`src/etl_regs.vh`:
```
// Constants for the external torque limit select block: register
// offsets, field positions, reset values and ranges.
// Assumes a 4-bit word address and 16-bit register data.
`ifndef ETL_REGS_VH
`define ETL_REGS_VH

// ----------------------------------------------------------------
// Register offsets
// ----------------------------------------------------------------
`define ETL_A_FWD_INT 4'h0
`define ETL_A_REV_INT 4'h1
`define ETL_A_FWD_EXT 4'h2
`define ETL_A_REV_EXT 4'h3
`define ETL_A_IN_ASSIGN 4'h4
`define ETL_A_OUT_ASSIGN 4'h5
`define ETL_A_ENC_USAGE 4'h6
`define ETL_A_STATUS 4'h7
`define ETL_A_POS_LO 4'h8
`define ETL_A_POS_HI 4'h9
`define ETL_A_DIR_SEL 4'ha
`define ETL_A_CTRL 4'hb

// ----------------------------------------------------------------
// Limits in 1% steps of rated torque
// ----------------------------------------------------------------
`define ETL_LIM_W 10
`define ETL_LIM_MAX 10'h320
`define ETL_INT_RST 10'h320
`define ETL_EXT_RST 10'h064
`define ETL_TRQ_W 12

// ----------------------------------------------------------------
// Field positions and reset values
// ----------------------------------------------------------------
`define ETL_IN_FWD_LSB 8
`define ETL_IN_REV_LSB 12
`define ETL_IN_ASSIGN_RST 16'h8800
`define ETL_OUT_ASSIGN_RST 16'h0000
`define ETL_ENC_LSB 8
`define ETL_ENC_USAGE_RST 16'h0000
`define ETL_DIR_SEL_RST 16'h0000
`define ETL_N_IN_TERM 8
`define ETL_N_OUT_TERM 4
`define ETL_TURN_BITS 20

// Encoder usage digit and effective modes
`define ETL_ENC_OWN 4'h0
`define ETL_ENC_INC 4'h1
`define ETL_ENC_ABS1 4'h2
`define ETL_MODE_INC 2'h0
`define ETL_MODE_ABS1 2'h1
`define ETL_MODE_ABSM 2'h2

`endif

```
`src/etl_term_sel.v`:
```
// Input terminal selector: picks one terminal bit by a digit field.
// Assumes terminals are already synchronous to the core clock.
`timescale 1ns/10ps
`include "etl_regs.vh"

module etl_term_sel (
  input wire [`ETL_N_IN_TERM-1:0] term_i,
  input wire [3:0] digit_i,
  output wire active_o
);

  // ----------------------------------------------------------------
  // Selection
  // ----------------------------------------------------------------
  // Digits past the last terminal leave the signal unassigned (off)
  assign active_o = (digit_i < `ETL_N_IN_TERM) ? term_i[digit_i[2:0]] : 1'b0;

endmodule // etl_term_sel

```
`src/etl_limit_sel.v`:
```
// Per-direction torque limit selection.
// Assumes all settings are already held within the legal range.
`timescale 1ns/10ps
`include "etl_regs.vh"

module etl_limit_sel (
  input wire [`ETL_LIM_W-1:0] int_lim_i,
  input wire [`ETL_LIM_W-1:0] ext_lim_i,
  input wire ext_req_i,
  input wire [`ETL_LIM_W-1:0] motor_max_i,
  output wire [`ETL_LIM_W-1:0] limit_o
);

  function [`ETL_LIM_W-1:0] lim_min;
    input [`ETL_LIM_W-1:0] a;
    input [`ETL_LIM_W-1:0] b;
    begin
      lim_min = (a < b) ? a : b;
    end
  endfunction

  // ----------------------------------------------------------------
  // Selection
  // ----------------------------------------------------------------
  wire [`ETL_LIM_W-1:0] sel_lim;

  // Internal limit always applies; external only narrows it
  assign sel_lim = ext_req_i ? lim_min(int_lim_i, ext_lim_i) : int_lim_i;
  assign limit_o = lim_min(sel_lim, motor_max_i);

endmodule // etl_limit_sel

```
`src/etl_top.v`:
```
// Top of the external torque limit select block: register port,
// limit selection, torque clamp, status routing and position keeping.
// Assumes all inputs are synchronous to core_clk_i and that the host
// drives the register strobes one cycle wide.
`timescale 1ns/10ps
`include "etl_regs.vh"

module etl_top (
  input wire core_clk_i,
  input wire sys_rst_i,
  input wire [3:0] addr_i,
  input wire [15:0] wdata_i,
  input wire wr_i,
  input wire rd_i,
  output reg [15:0] rdata_o,
  input wire [`ETL_N_IN_TERM-1:0] in_term_i,
  output reg [`ETL_N_OUT_TERM-1:0] out_term_o,
  input wire [`ETL_LIM_W-1:0] motor_max_i,
  input wire trq_vld_i,
  input wire signed [`ETL_TRQ_W-1:0] trq_cmd_i,
  output reg trq_vld_o,
  output reg signed [`ETL_TRQ_W-1:0] trq_out_o,
  output reg torque_limited_flag_o,
  input wire [1:0] enc_type_i,
  input wire [31:0] abs_pos_i,
  input wire pos_step_i,
  input wire pos_dir_i
);

  // Settings above the range are held at the top of the range
  function [`ETL_LIM_W-1:0] sat_lim;
    input [15:0] v;
    begin
      sat_lim = (v > {6'h00, `ETL_LIM_MAX}) ? `ETL_LIM_MAX : v[`ETL_LIM_W-1:0];
    end
  endfunction

  // Magnitude of a signed torque, kept at the full torque width
  function [`ETL_TRQ_W-1:0] trq_mag;
    input [`ETL_TRQ_W-1:0] t;
    begin
      trq_mag = t[`ETL_TRQ_W-1] ? (~t + 12'h001) : t;
    end
  endfunction

  // ----------------------------------------------------------------
  // Settings registers
  // ----------------------------------------------------------------
  reg [`ETL_LIM_W-1:0] fwd_internal_limit;
  reg [`ETL_LIM_W-1:0] rev_internal_limit;
  reg [`ETL_LIM_W-1:0] fwd_external_limit;
  reg [`ETL_LIM_W-1:0] rev_external_limit;
  reg [15:0] input_assign_param;
  reg [15:0] output_assign_param;
  reg [15:0] encoder_usage_param;
  reg [15:0] direction_select_param;
  reg restart_req;

  always @(posedge core_clk_i or posedge sys_rst_i) begin
    if (sys_rst_i) begin
      fwd_internal_limit <= `ETL_INT_RST;
      rev_internal_limit <= `ETL_INT_RST;
      fwd_external_limit <= `ETL_EXT_RST;
      rev_external_limit <= `ETL_EXT_RST;
      input_assign_param <= `ETL_IN_ASSIGN_RST;
      output_assign_param <= `ETL_OUT_ASSIGN_RST;
      encoder_usage_param <= `ETL_ENC_USAGE_RST;
      direction_select_param <= `ETL_DIR_SEL_RST;
      restart_req <= 1'b0;
    end else begin
      restart_req <= 1'b0;
      if (wr_i) begin
        case (addr_i)
          `ETL_A_FWD_INT: fwd_internal_limit <= sat_lim(wdata_i);
          `ETL_A_REV_INT: rev_internal_limit <= sat_lim(wdata_i);
          `ETL_A_FWD_EXT: fwd_external_limit <= sat_lim(wdata_i);
          `ETL_A_REV_EXT: rev_external_limit <= sat_lim(wdata_i);
          `ETL_A_IN_ASSIGN: input_assign_param <= wdata_i;
          `ETL_A_OUT_ASSIGN: output_assign_param <= wdata_i;
          `ETL_A_ENC_USAGE: encoder_usage_param <= wdata_i;
          `ETL_A_DIR_SEL: direction_select_param <= wdata_i;
          `ETL_A_CTRL: restart_req <= wdata_i[0];
          default: restart_req <= 1'b0;
        endcase
      end
    end
  end

  // ----------------------------------------------------------------
  // External request inputs
  // ----------------------------------------------------------------
  wire fwd_req_raw;
  wire rev_req_raw;
  reg fwd_ext_limit_req;
  reg rev_ext_limit_req;

  etl_term_sel u_fwd_term (
    .term_i(in_term_i),
    .digit_i(input_assign_param[`ETL_IN_FWD_LSB+3:`ETL_IN_FWD_LSB]),
    .active_o(fwd_req_raw)
  );

  etl_term_sel u_rev_term (
    .term_i(in_term_i),
    .digit_i(input_assign_param[`ETL_IN_REV_LSB+3:`ETL_IN_REV_LSB]),
    .active_o(rev_req_raw)
  );

  // Registered so a terminal change reaches the clamp one cycle later
  always @(posedge core_clk_i or posedge sys_rst_i) begin
    if (sys_rst_i) begin
      fwd_ext_limit_req <= 1'b0;
      rev_ext_limit_req <= 1'b0;
    end else begin
      fwd_ext_limit_req <= fwd_req_raw;
      rev_ext_limit_req <= rev_req_raw;
    end
  end

  // ----------------------------------------------------------------
  // Limit selection
  // ----------------------------------------------------------------
  wire [`ETL_LIM_W-1:0] fwd_limit;
  wire [`ETL_LIM_W-1:0] rev_limit;

  etl_limit_sel u_fwd_lim (
    .int_lim_i(fwd_internal_limit),
    .ext_lim_i(fwd_external_limit),
    .ext_req_i(fwd_ext_limit_req),
    .motor_max_i(motor_max_i),
    .limit_o(fwd_limit)
  );

  // Reverse uses its own external setting, not the forward one
  etl_limit_sel u_rev_lim (
    .int_lim_i(rev_internal_limit),
    .ext_lim_i(rev_external_limit),
    .ext_req_i(rev_ext_limit_req),
    .motor_max_i(motor_max_i),
    .limit_o(rev_limit)
  );

  // ----------------------------------------------------------------
  // Torque clamp
  // ----------------------------------------------------------------
  reg is_fwd;
  reg [`ETL_TRQ_W-1:0] cmd_mag;
  reg [`ETL_TRQ_W-1:0] dir_lim;
  reg clamp;
  reg signed [`ETL_TRQ_W-1:0] next_trq;

  always @* begin
    // Direction select bit swaps which sign counts as forward
    is_fwd = (trq_cmd_i[`ETL_TRQ_W-1] == direction_select_param[0]);
    cmd_mag = trq_mag(trq_cmd_i);
    dir_lim = {2'b00, (is_fwd ? fwd_limit : rev_limit)};
    clamp = (cmd_mag > dir_lim);
    next_trq = trq_cmd_i;
    if (clamp) begin
      next_trq = trq_cmd_i[`ETL_TRQ_W-1] ? (~dir_lim + 12'h001) : dir_lim;
    end
  end

  always @(posedge core_clk_i or posedge sys_rst_i) begin
    if (sys_rst_i) begin
      trq_vld_o <= 1'b0;
      trq_out_o <= 12'h000;
      torque_limited_flag_o <= 1'b0;
    end else begin
      trq_vld_o <= trq_vld_i;
      if (trq_vld_i) begin
        trq_out_o <= next_trq;
        torque_limited_flag_o <= clamp;
      end
    end
  end

  // ----------------------------------------------------------------
  // Output terminal routing
  // ----------------------------------------------------------------
  wire [3:0] out_digit;
  reg [`ETL_N_OUT_TERM-1:0] next_out_term;
  integer k;

  assign out_digit = output_assign_param[3:0];

  always @* begin
    next_out_term = {`ETL_N_OUT_TERM{1'b0}};
    for (k = 0; k < `ETL_N_OUT_TERM; k = k + 1) begin
      if (out_digit == k[3:0]) begin
        next_out_term[k] = torque_limited_flag_o;
      end
    end
  end

  // One cycle behind the flag, a terminal never glitches on reassignment
  always @(posedge core_clk_i or posedge sys_rst_i) begin
    if (sys_rst_i) begin
      out_term_o <= {`ETL_N_OUT_TERM{1'b0}};
    end else begin
      out_term_o <= next_out_term;
    end
  end

  // ----------------------------------------------------------------
  // Encoder usage and start-up
  // ----------------------------------------------------------------
  reg started;
  reg [1:0] enc_mode;
  reg [1:0] next_mode;
  wire [3:0] usage_digit;

  assign usage_digit = encoder_usage_param[`ETL_ENC_LSB+3:`ETL_ENC_LSB];

  always @* begin
    case (usage_digit)
      `ETL_ENC_OWN: next_mode = enc_type_i;
      `ETL_ENC_INC: next_mode = `ETL_MODE_INC;
      `ETL_ENC_ABS1: begin
        // An incremental encoder cannot report an absolute turn
        next_mode = (enc_type_i == `ETL_MODE_INC) ? `ETL_MODE_INC : `ETL_MODE_ABS1;
      end
      default: next_mode = enc_type_i;
    endcase
  end

  // Mode is taken at the first edge after reset release or on a soft
  // restart; writes to the usage digit alone change nothing live
  always @(posedge core_clk_i or posedge sys_rst_i) begin
    if (sys_rst_i) begin
      started <= 1'b0;
      enc_mode <= `ETL_MODE_INC;
    end else begin
      started <= 1'b1;
      if (!started || restart_req) begin
        enc_mode <= next_mode;
      end
    end
  end

  // ----------------------------------------------------------------
  // Position keeping
  // ----------------------------------------------------------------
  reg [31:0] position;
  reg [31:0] start_pos;

  always @* begin
    case (next_mode)
      `ETL_MODE_ABSM: start_pos = abs_pos_i;
      `ETL_MODE_ABS1: start_pos = {12'h000, abs_pos_i[`ETL_TURN_BITS-1:0]};
      default: start_pos = 32'h0000_0000;
    endcase
  end

  always @(posedge core_clk_i or posedge sys_rst_i) begin
    if (sys_rst_i) begin
      position <= 32'h0000_0000;
    end else if (!started || restart_req) begin
      position <= start_pos;
    end else if (pos_step_i) begin
      position <= pos_dir_i ? (position - 32'h0000_0001) : (position + 32'h0000_0001);
    end
  end

  // ----------------------------------------------------------------
  // Read port
  // ----------------------------------------------------------------
  reg [15:0] next_rdata;

  always @* begin
    case (addr_i)
      `ETL_A_FWD_INT: next_rdata = {6'h00, fwd_internal_limit};
      `ETL_A_REV_INT: next_rdata = {6'h00, rev_internal_limit};
      `ETL_A_FWD_EXT: next_rdata = {6'h00, fwd_external_limit};
      `ETL_A_REV_EXT: next_rdata = {6'h00, rev_external_limit};
      `ETL_A_IN_ASSIGN: next_rdata = input_assign_param;
      `ETL_A_OUT_ASSIGN: next_rdata = output_assign_param;
      `ETL_A_ENC_USAGE: next_rdata = encoder_usage_param;
      `ETL_A_STATUS: begin
        next_rdata = {10'h000, enc_mode, 1'b0, rev_ext_limit_req,
                      fwd_ext_limit_req, torque_limited_flag_o};
      end
      `ETL_A_POS_LO: next_rdata = position[15:0];
      `ETL_A_POS_HI: next_rdata = position[31:16];
      `ETL_A_DIR_SEL: next_rdata = direction_select_param;
      default: next_rdata = 16'h0000;
    endcase
  end

  // Data stand only in the cycle after the strobe
  always @(posedge core_clk_i or posedge sys_rst_i) begin
    if (sys_rst_i) begin
      rdata_o <= 16'h0000;
    end else if (rd_i) begin
      rdata_o <= next_rdata;
    end else begin
      rdata_o <= 16'h0000;
    end
  end

endmodule // etl_top

```
`config.mk`:
```
export PLATFORM = sky130hd
export DESIGN_NAME = etl_top
export DESIGN_NICKNAME = d
export VERILOG_FILES = /design/src/etl_term_sel.v /design/src/etl_limit_sel.v /design/src/etl_top.v
export VERILOG_INCLUDE_DIRS = /design/src
export SDC_FILE = /design/constraint.sdc
export NUM_CORES = 1
export LEC_CHECK = 0
export BUFFER_PORTS_ARGS = -buffer_cell sky130_fd_sc_hd__buf_2
export CAP_MARGIN = 5
export CORE_MARGIN = 2
export CORE_UTILIZATION = 40
export CTS_CLUSTER_DIAMETER = 40
export CTS_CLUSTER_SIZE = 14
export DETAILED_ROUTE_END_ITERATION = 8
export SLEW_MARGIN = 40
export SYNTH_ARGS = -nofsm -noshare
export SYNTH_HDL_FRONTEND = slang
export SYNTH_SLANG_ARGS = --single-unit
```
`constraint.sdc`:
```
create_clock -name core_clk_i -period 14 [get_ports core_clk_i]
set_clock_uncertainty 0.2 [all_clocks]
set_input_delay 0 -clock core_clk_i [delete_from_list [all_inputs] [get_ports core_clk_i]]
set_output_delay 0 -clock core_clk_i [all_outputs]
set_load 0.02 [all_outputs]
```
# After elaboration in Yosys (flattened, before gate mapping)
# Cells that the tools add are included.
# word_totals
word_cells,99
out_inout_bits,34
regBits,176
# op_classes
reduce_logical,14
eq_ne,19
order_cmp,10
n_bitwise,2
muxes,31
n_addsub,4
# op_table
op,n
$pmux W16 S11,1
$mux W32,3
$mux W10,8
$pmux W32 S2,1
$lt A10 B10 Y1,4
$mux W12,3
$add A32 B1 Y32 const B,1
$sub A32 B1 Y32 const B,1
$add A12 B1 Y12 const B,2
$eq A4 B2 Y1 const B,5
$eq A4 B3 Y1 const B,4
$eq A4 B4 Y1 const B,4
$gt A16 B10 Y1 const B,1
$mux W16,1
$reduce_and A2 Y1,8
$eq A4 B1 Y1 const B,3
$gt A12 B10 Y1,1
$not A10 Y12,1
$not A12 Y12,1
$mux W1,11
$logic_not A4 Y1,2
$lt A3 B4 Y1 const B,2
$lt A4 B4 Y1 const B,2
$bmux W1 S3,2
other kinds (8),8

# Logic depth before layout (Yosys ltp)
# depth
depth_word,10
depth_mapped,32
mapped_depth_nobuf,29

# Cells and area by module
# Synthesis repeated with hierarchy kept, for this count alone.
# unflattened
hier_cells,1327
hier_area_um2,12179.2
# by_module_without_submodules
mod,cells_per_inst,area_each_um2,seq_area_each_um2,n_inst
etl_top,1043,10154.7,4421.7,1
etl_limit_sel,134,938.4,0.0,2
etl_term_sel,8,73.8,0.0,2

# Worst setup path after synthesis
# Ideal clock, no wire load.
# synth_path
path_kind,reg-to-reg
start,register rev_external_limit[6]
end,register trq_out_o[9]
t_arrival_ns,6.106
setup_ns,0.146
required_time_ns,13.654
stages_incl_launch_ff,30
setup_slack_ns,7.547
cell_sequence,dfstp_2 -> inv_1 -> ha_1 -> nand3_1 -> or3_1 -> or3_4 -> nand2_1 -> mux2_2 -> ha_1 -> a21oi_1 -> o21ai_0 -> nand2_1 -> nand3_1 -> a31oi_1 -> or2_1 -> buf_6 -> o311ai_1 -> ha_1 -> nor2b_1 -> o21a_1 -> o21a_1 -> o21ai_0 -> a21oi_1 -> o31ai_1 -> a21oi_1 -> or2_0 -> clkbuf_1 -> mux2_2 -> a21oi_1 -> a41oi_2
# synth_via
elab_chain_len,10
# synth_lines
item,line,text
from (decl),etl_top.v:52,reg [`ETL_LIM_W-1:0] rev_external_limit;
from (signal assigned),etl_top.v:64,rev_external_limit <= `ETL_EXT_RST;
from (signal assigned),etl_top.v:77,`ETL_A_REV_EXT: rev_external_limit <= sat_lim(wdata_i);
$lt A10 B10 Y1,etl_limit_sel.v:18,lim_min = (a < b) ? a : b;
$mux W10 *,etl_limit_sel.v:18,
$mux W10 *,etl_limit_sel.v:28,"assign sel_lim = ext_req_i ? lim_min(int_lim_i, ext_lim_i) : int_lim_i;"
$lt A10 B10 Y1,etl_limit_sel.v:18,
$mux W10 *,etl_limit_sel.v:18,
$mux W10 *,etl_top.v:156,"dir_lim = {2'b00, (is_fwd ? fwd_limit : rev_limit)};"
$not A10 Y12,etl_top.v:160,next_trq = trq_cmd_i[`ETL_TRQ_W-1] ? (~dir_lim + 12'h001) : dir_lim;
$add A12 B1 Y12,etl_top.v:160,
$mux W12,etl_top.v:160,
$mux W12 *,etl_top.v:159,if (clamp) begin
to (signal assigned),etl_top.v:172,trq_out_o <= next_trq;
to (decl),etl_top.v:22,"output reg signed [`ETL_TRQ_W-1:0] trq_out_o,"
# Every way passes the cells marked *; elsewhere a longest branch is shown, timed or not.
# A chain may end at the register's enable or synchronous reset.

# Worst setup path after layout
# layout_path
start,register rev_external_limit[6]
end,register trq_out_o[10]
# Same word-level chain as after synthesis.

==> results.md <==
Detailed routing:
- The remaining design rule violation count is 0.
- The routed design has roughly 36000 µm of wire.
- The detailed router finished its first iteration with 835 violations.
- The length of the first detailed-routing pass in iterations is 5.
- The post-detailed-route count of antenna-violating nets is 0.
- The vias after detailed routing is approximately 10000.
- The via-per-instance ratio is ~5.7.
- In the final routed layout, each cell accounts on average for ~20 µm.

Clock network:
- The H-tree was split into 4 levels.
- At the later pin of the worst-skew pair, clock insertion delay measures about 0.42 ns.
- Counting along the longest clock path gives a buffer depth of 2.
- The clock edge transition at the registers on the reported setup and hold paths is 0.07 ns.
- The total CTS buffers is 17.
- The CTS tree is yes.
- The root buffer selected by CTS is clkbuf_16.
- The clock net in this run drives a total of around 180 sinks.
- Post-CTS timing repair inserted 0 buffers for setup.

STA:
- The maximum frequency from static timing analysis is 131 MHz.
- Setup slack on the critical path of the routed design comes to 6.35 ns.
- Setup repair after global routing left no endpoint under its margin.
- At the pin with the least slew margin, the transition time is 0.885 ns.
- The number of hold violations in the final report is 0.
- In the finished design, the share of the clock period the worst path needs comes to a little over half.
- Headroom to the max-slew limit came out at about 41%.
- For the finished layout, the period the worst path requires is approximately 7.6 ns.
- The final max-slew violation count is 0.
- Setup violations remaining at the end of the flow were counted as 0.
- The worst hold margin is 0.0454 ns.
- Setup total negative slack on the finished layout was measured at 0 ns.

Global routing:
- The total overflow left after global routing is 0.
- The overall global routing resource usage is 24.1%.
- The first global-routing pass estimated about 57000 µm of wire.
- The layer flagged by global routing as most heavily used is met2.
- The met1 usage in global routing is between 30% and 40%.
- The number of antenna violations at the first check in global routing is 0.
- The largest net degree at the start of global routing is 65.
- The number of global-route vias before repair is between 9000 and 10000.
- The met2 layer usage reported by global route is between 30 and 40%.
- The global-route met3 utilization is under 10%.

Logic synthesis:
- The biggest area contributor in the post-synthesis netlist is dfrtp_1.
- In the synthesized netlist the dominant register cell turns out to be dfrtp_1.
- The number of flops mapped to enable cells by yosys is 0.
- The gate count after technology mapping is roughly 1200.
- The number of nets produced by synthesis is approximately 1400.
- The post-synthesis sequential element count is about 180.
- During synthesis, Yosys emitted a total of 0 warnings.
- The distinct cell type count of the synthesized netlist is 76.
- In this run the biggest area consumer among cell types represents a little over a third of the synthesized area.
- By area the synthesized netlist is led by dfrtp_1 (36%), ha_1 (8.8%), mux2_2 (7.0%), nand2_1 (3.9%), a21oi_1 (3.9%).
- In this run the mean area of a mapped cell was 9.48 µm².
- In the synthesized netlist the async set-or-reset flop fraction comes to between 90% and 100%.
- In this run the cell area of the synthesized design comes to 0.0114 mm².
- By instance count, the leading cell after synthesis is dfrtp_1.
- Sorting the synthesized cells by how often they occur yields dfrtp_1 (162), nand2_1 (120), a21oi_1 (89).
- The share of synthesized area occupied by flip-flops and latches is about two fifths.

Power:
- VDD sags by at most ~0.00011 V.
- The leakage power of the design is ~0.0063 µW.
- The power per unit of standard cell area is between 100 and 150 mW/mm².

Placed design:
- Prior to clock tree synthesis, the placed netlist has a worst setup slack of 6.62 ns.
- Routability-driven placement finished with a final weighted congestion of approximately 0.9.
- The final HPWL from detailed placement is 26500 µm.
- The count of input and output buffers is roughly 120.

Layout:
- Relative to the synthesized area, the layout overhead comes to 21.5%.
- The number of antenna diodes in the final layout is 0.
- In the final design database the tool counted approximately 1600 nets.
- The share of the core filled with cells is between 40 and 50%.
- In the final layout, the share of cells above drive strength 1 is about a fifth.
- Counting the fill cells in the layout gives between 2000 and 3000.

Setup path:
- The data arrival time of the critical path is just under 8 ns.
- The endpoint required time on the critical path is between 10 and 15 ns.
- The largest single stage delay on the critical path is 0.57 ns.
- The setup path with the least slack is of type reg2reg.
- The number of buffers and inverters on the critical path is 2.
- The standard cell with the maximum stage delay on the critical path is dfstp_2.
- The timing startpoint of the critical path is rev_external_limit[6].
- The largest delay contributor family on the critical path is simple AND/OR/NAND/NOR gates.
- The cell that appears most often on the critical path is ha_1.
- STA classifies the critical path startpoint as a flip-flop.
- Along the worst path, the maximum fanout reaches 11.
- The kind of capture point of the worst setup path is a flip-flop.
- The startpoint identified for the worst register-to-register timing path is rev_external_limit[6].

Die:
- The die span in x is roughly 170 µm.
- The overall die area is ~0.03 mm².
- The floorplan row count is 61.
- The floorplan step set the die height to between 150 and 200 µm.
- The floorplan step defined a core boundary enclosing between 0.02 and 0.03 mm².
- The boundary pin count is 125.
- The initial utilization of the core area, before any placement, comes to between 40% and 50%.

Status:
- The flow ran to the end, and the final reports show no timing, DRC or antenna violations.

Flow run:
- The tool flagged a number of max-cap violations equal to 0.

Worst hold path:
- The beginning of the worst hold path is addr_i[2].
- The path category of the worst min-delay check is in2reg.
-- state kept, by name, indices dropped and copies added, names as in the netlist --
name	count
encoder_usage_param	16
output_assign_param	16
rdata_o	16
fwd_external_limit	10
rev_internal_limit	10
rev_external_limit	10
trq_out_o	12
trq_vld_o	1
out_term_o	4
direction_select_param	16
enc_mode	2
fwd_internal_limit	10
position	32
restart_req	1
rev_ext_limit_req	1
started	1
torque_limited_flag_o	1
fwd_ext_limit_req	1
input_assign_param	16
-- power breakdown --
part           switching (µW)  internal (µW)  total [µW]
Clock                     214            300         514
Sequential               96.5            610         707
Combinational             415            327         742
Total                     725           1240        1960
-- final timing paths --
| kind | end | slack [ns] | depth (start not counted) |
|---|---|---|---|
| worst min register to register | trq_out_o[1] | 0.29 | 2 |
| worst max-delay path | trq_out_o[10] | 6.35 | 26 |
| worst min-delay path | rdata_o[6] | 0.05 | 3 |
| max in group asynchronous | input_assign_param[0] | 11.83 | 5 |
| min in group asynchronous | out_term_o[0] | 0.57 | 4 |
| worst max register to register | trq_out_o[10] | 6.35 | 26 |
-- cells by family (layout without fill, tap and decap cells) --
kind of cell	Yosys count	after routing	synth area share [%]
AO/OA/AOI/OAI	372	372	22.0
XOR/XNOR	43	43	3.30
adder cells (fa/ha/maj)	81	81	8.95
buffers and inverters	111	307	3.76
flip-flops	176	176	38.7
multiplexers	100	100	10.1
other	1	1	0.0329
AND/OR/NAND/NOR	320	320	13.1
-- cell type report --
| class | count | area, µm² | area share [%] |
|---|---|---|---|
| Multi-Input combinational cell | 917 | 6590 | 47.5 |
| Sequential cell | 176 | 4420 | 31.9 |
| Timing Repair Buffer | 217 | 1520 | 11.0 |
| Tap cell | 378 | 473 | 3.41 |
| Clock buffer | 20 | 467 | 3.36 |
| Inverter | 58 | 223 | 1.61 |
| Clock inverter | 12 | 176 | 1.27 |
-- per-stage QoR --
step,power (µW),instances,instance area (µm²)
floorplan,1220,1204,11400
global placement,1410,1667,12400
detailed placement,1420,1667,12400
CTS,1960,1778,13900
global route,2090,1778,13900
finish,1960,1778,13900
-- worst min-delay path, delay by kind of cell --
kind / cells / cell delay [ns]
buffers and inverters: 1 / 0.24
and+or+nand+nor: 1 / 0.08
AOI/OAI and AO/OA: 1 / 0.31
-- layer usage --
metal / part of all wire [%] / vias up
met5: 0 / -
met4: 1.2 / 0
met3: 7.5 / 26
met2: 45 / 375
met1: 47 / 4907
li1: - / 4793
-- repair_timing --
| item | 4_1_cts | 5_1_grt |
|---|---|---|
| hold endpoints to repair | 216 | 0 |
| resized for setup | 0 | 0 |
| hold buffers | 79 | 0 |
-- placed cells by master (no fill, tap or decap), types with 6 or more instances in the layout --
cell type and instances:
a21o_1 25, a21oi_1 89, a221oi_1 15, a22o_1 16, a22oi_1 27, a31oi_1 24, buf_2 124, buf_4 13
clkbuf_16 17, dfrtp_1 162, dfstp_2 14, dlygate4sd3_1 79, ha_1 80, inv_1 52, mux2_1 11, mux2_2 71
mux2i_1 14, nand2_1 118, nand2b_1 16, nand3_1 29, nor2_1 85, nor2b_1 9, nor3_1 10, o211ai_1 6
o21a_1 7, o21ai_0 82, o21ai_1 8, o21bai_1 16, or2_2 6, or3_1 6, xnor2_1 34, xor2_1 9
No activity file was read; power rests on OpenSTA's default activity.
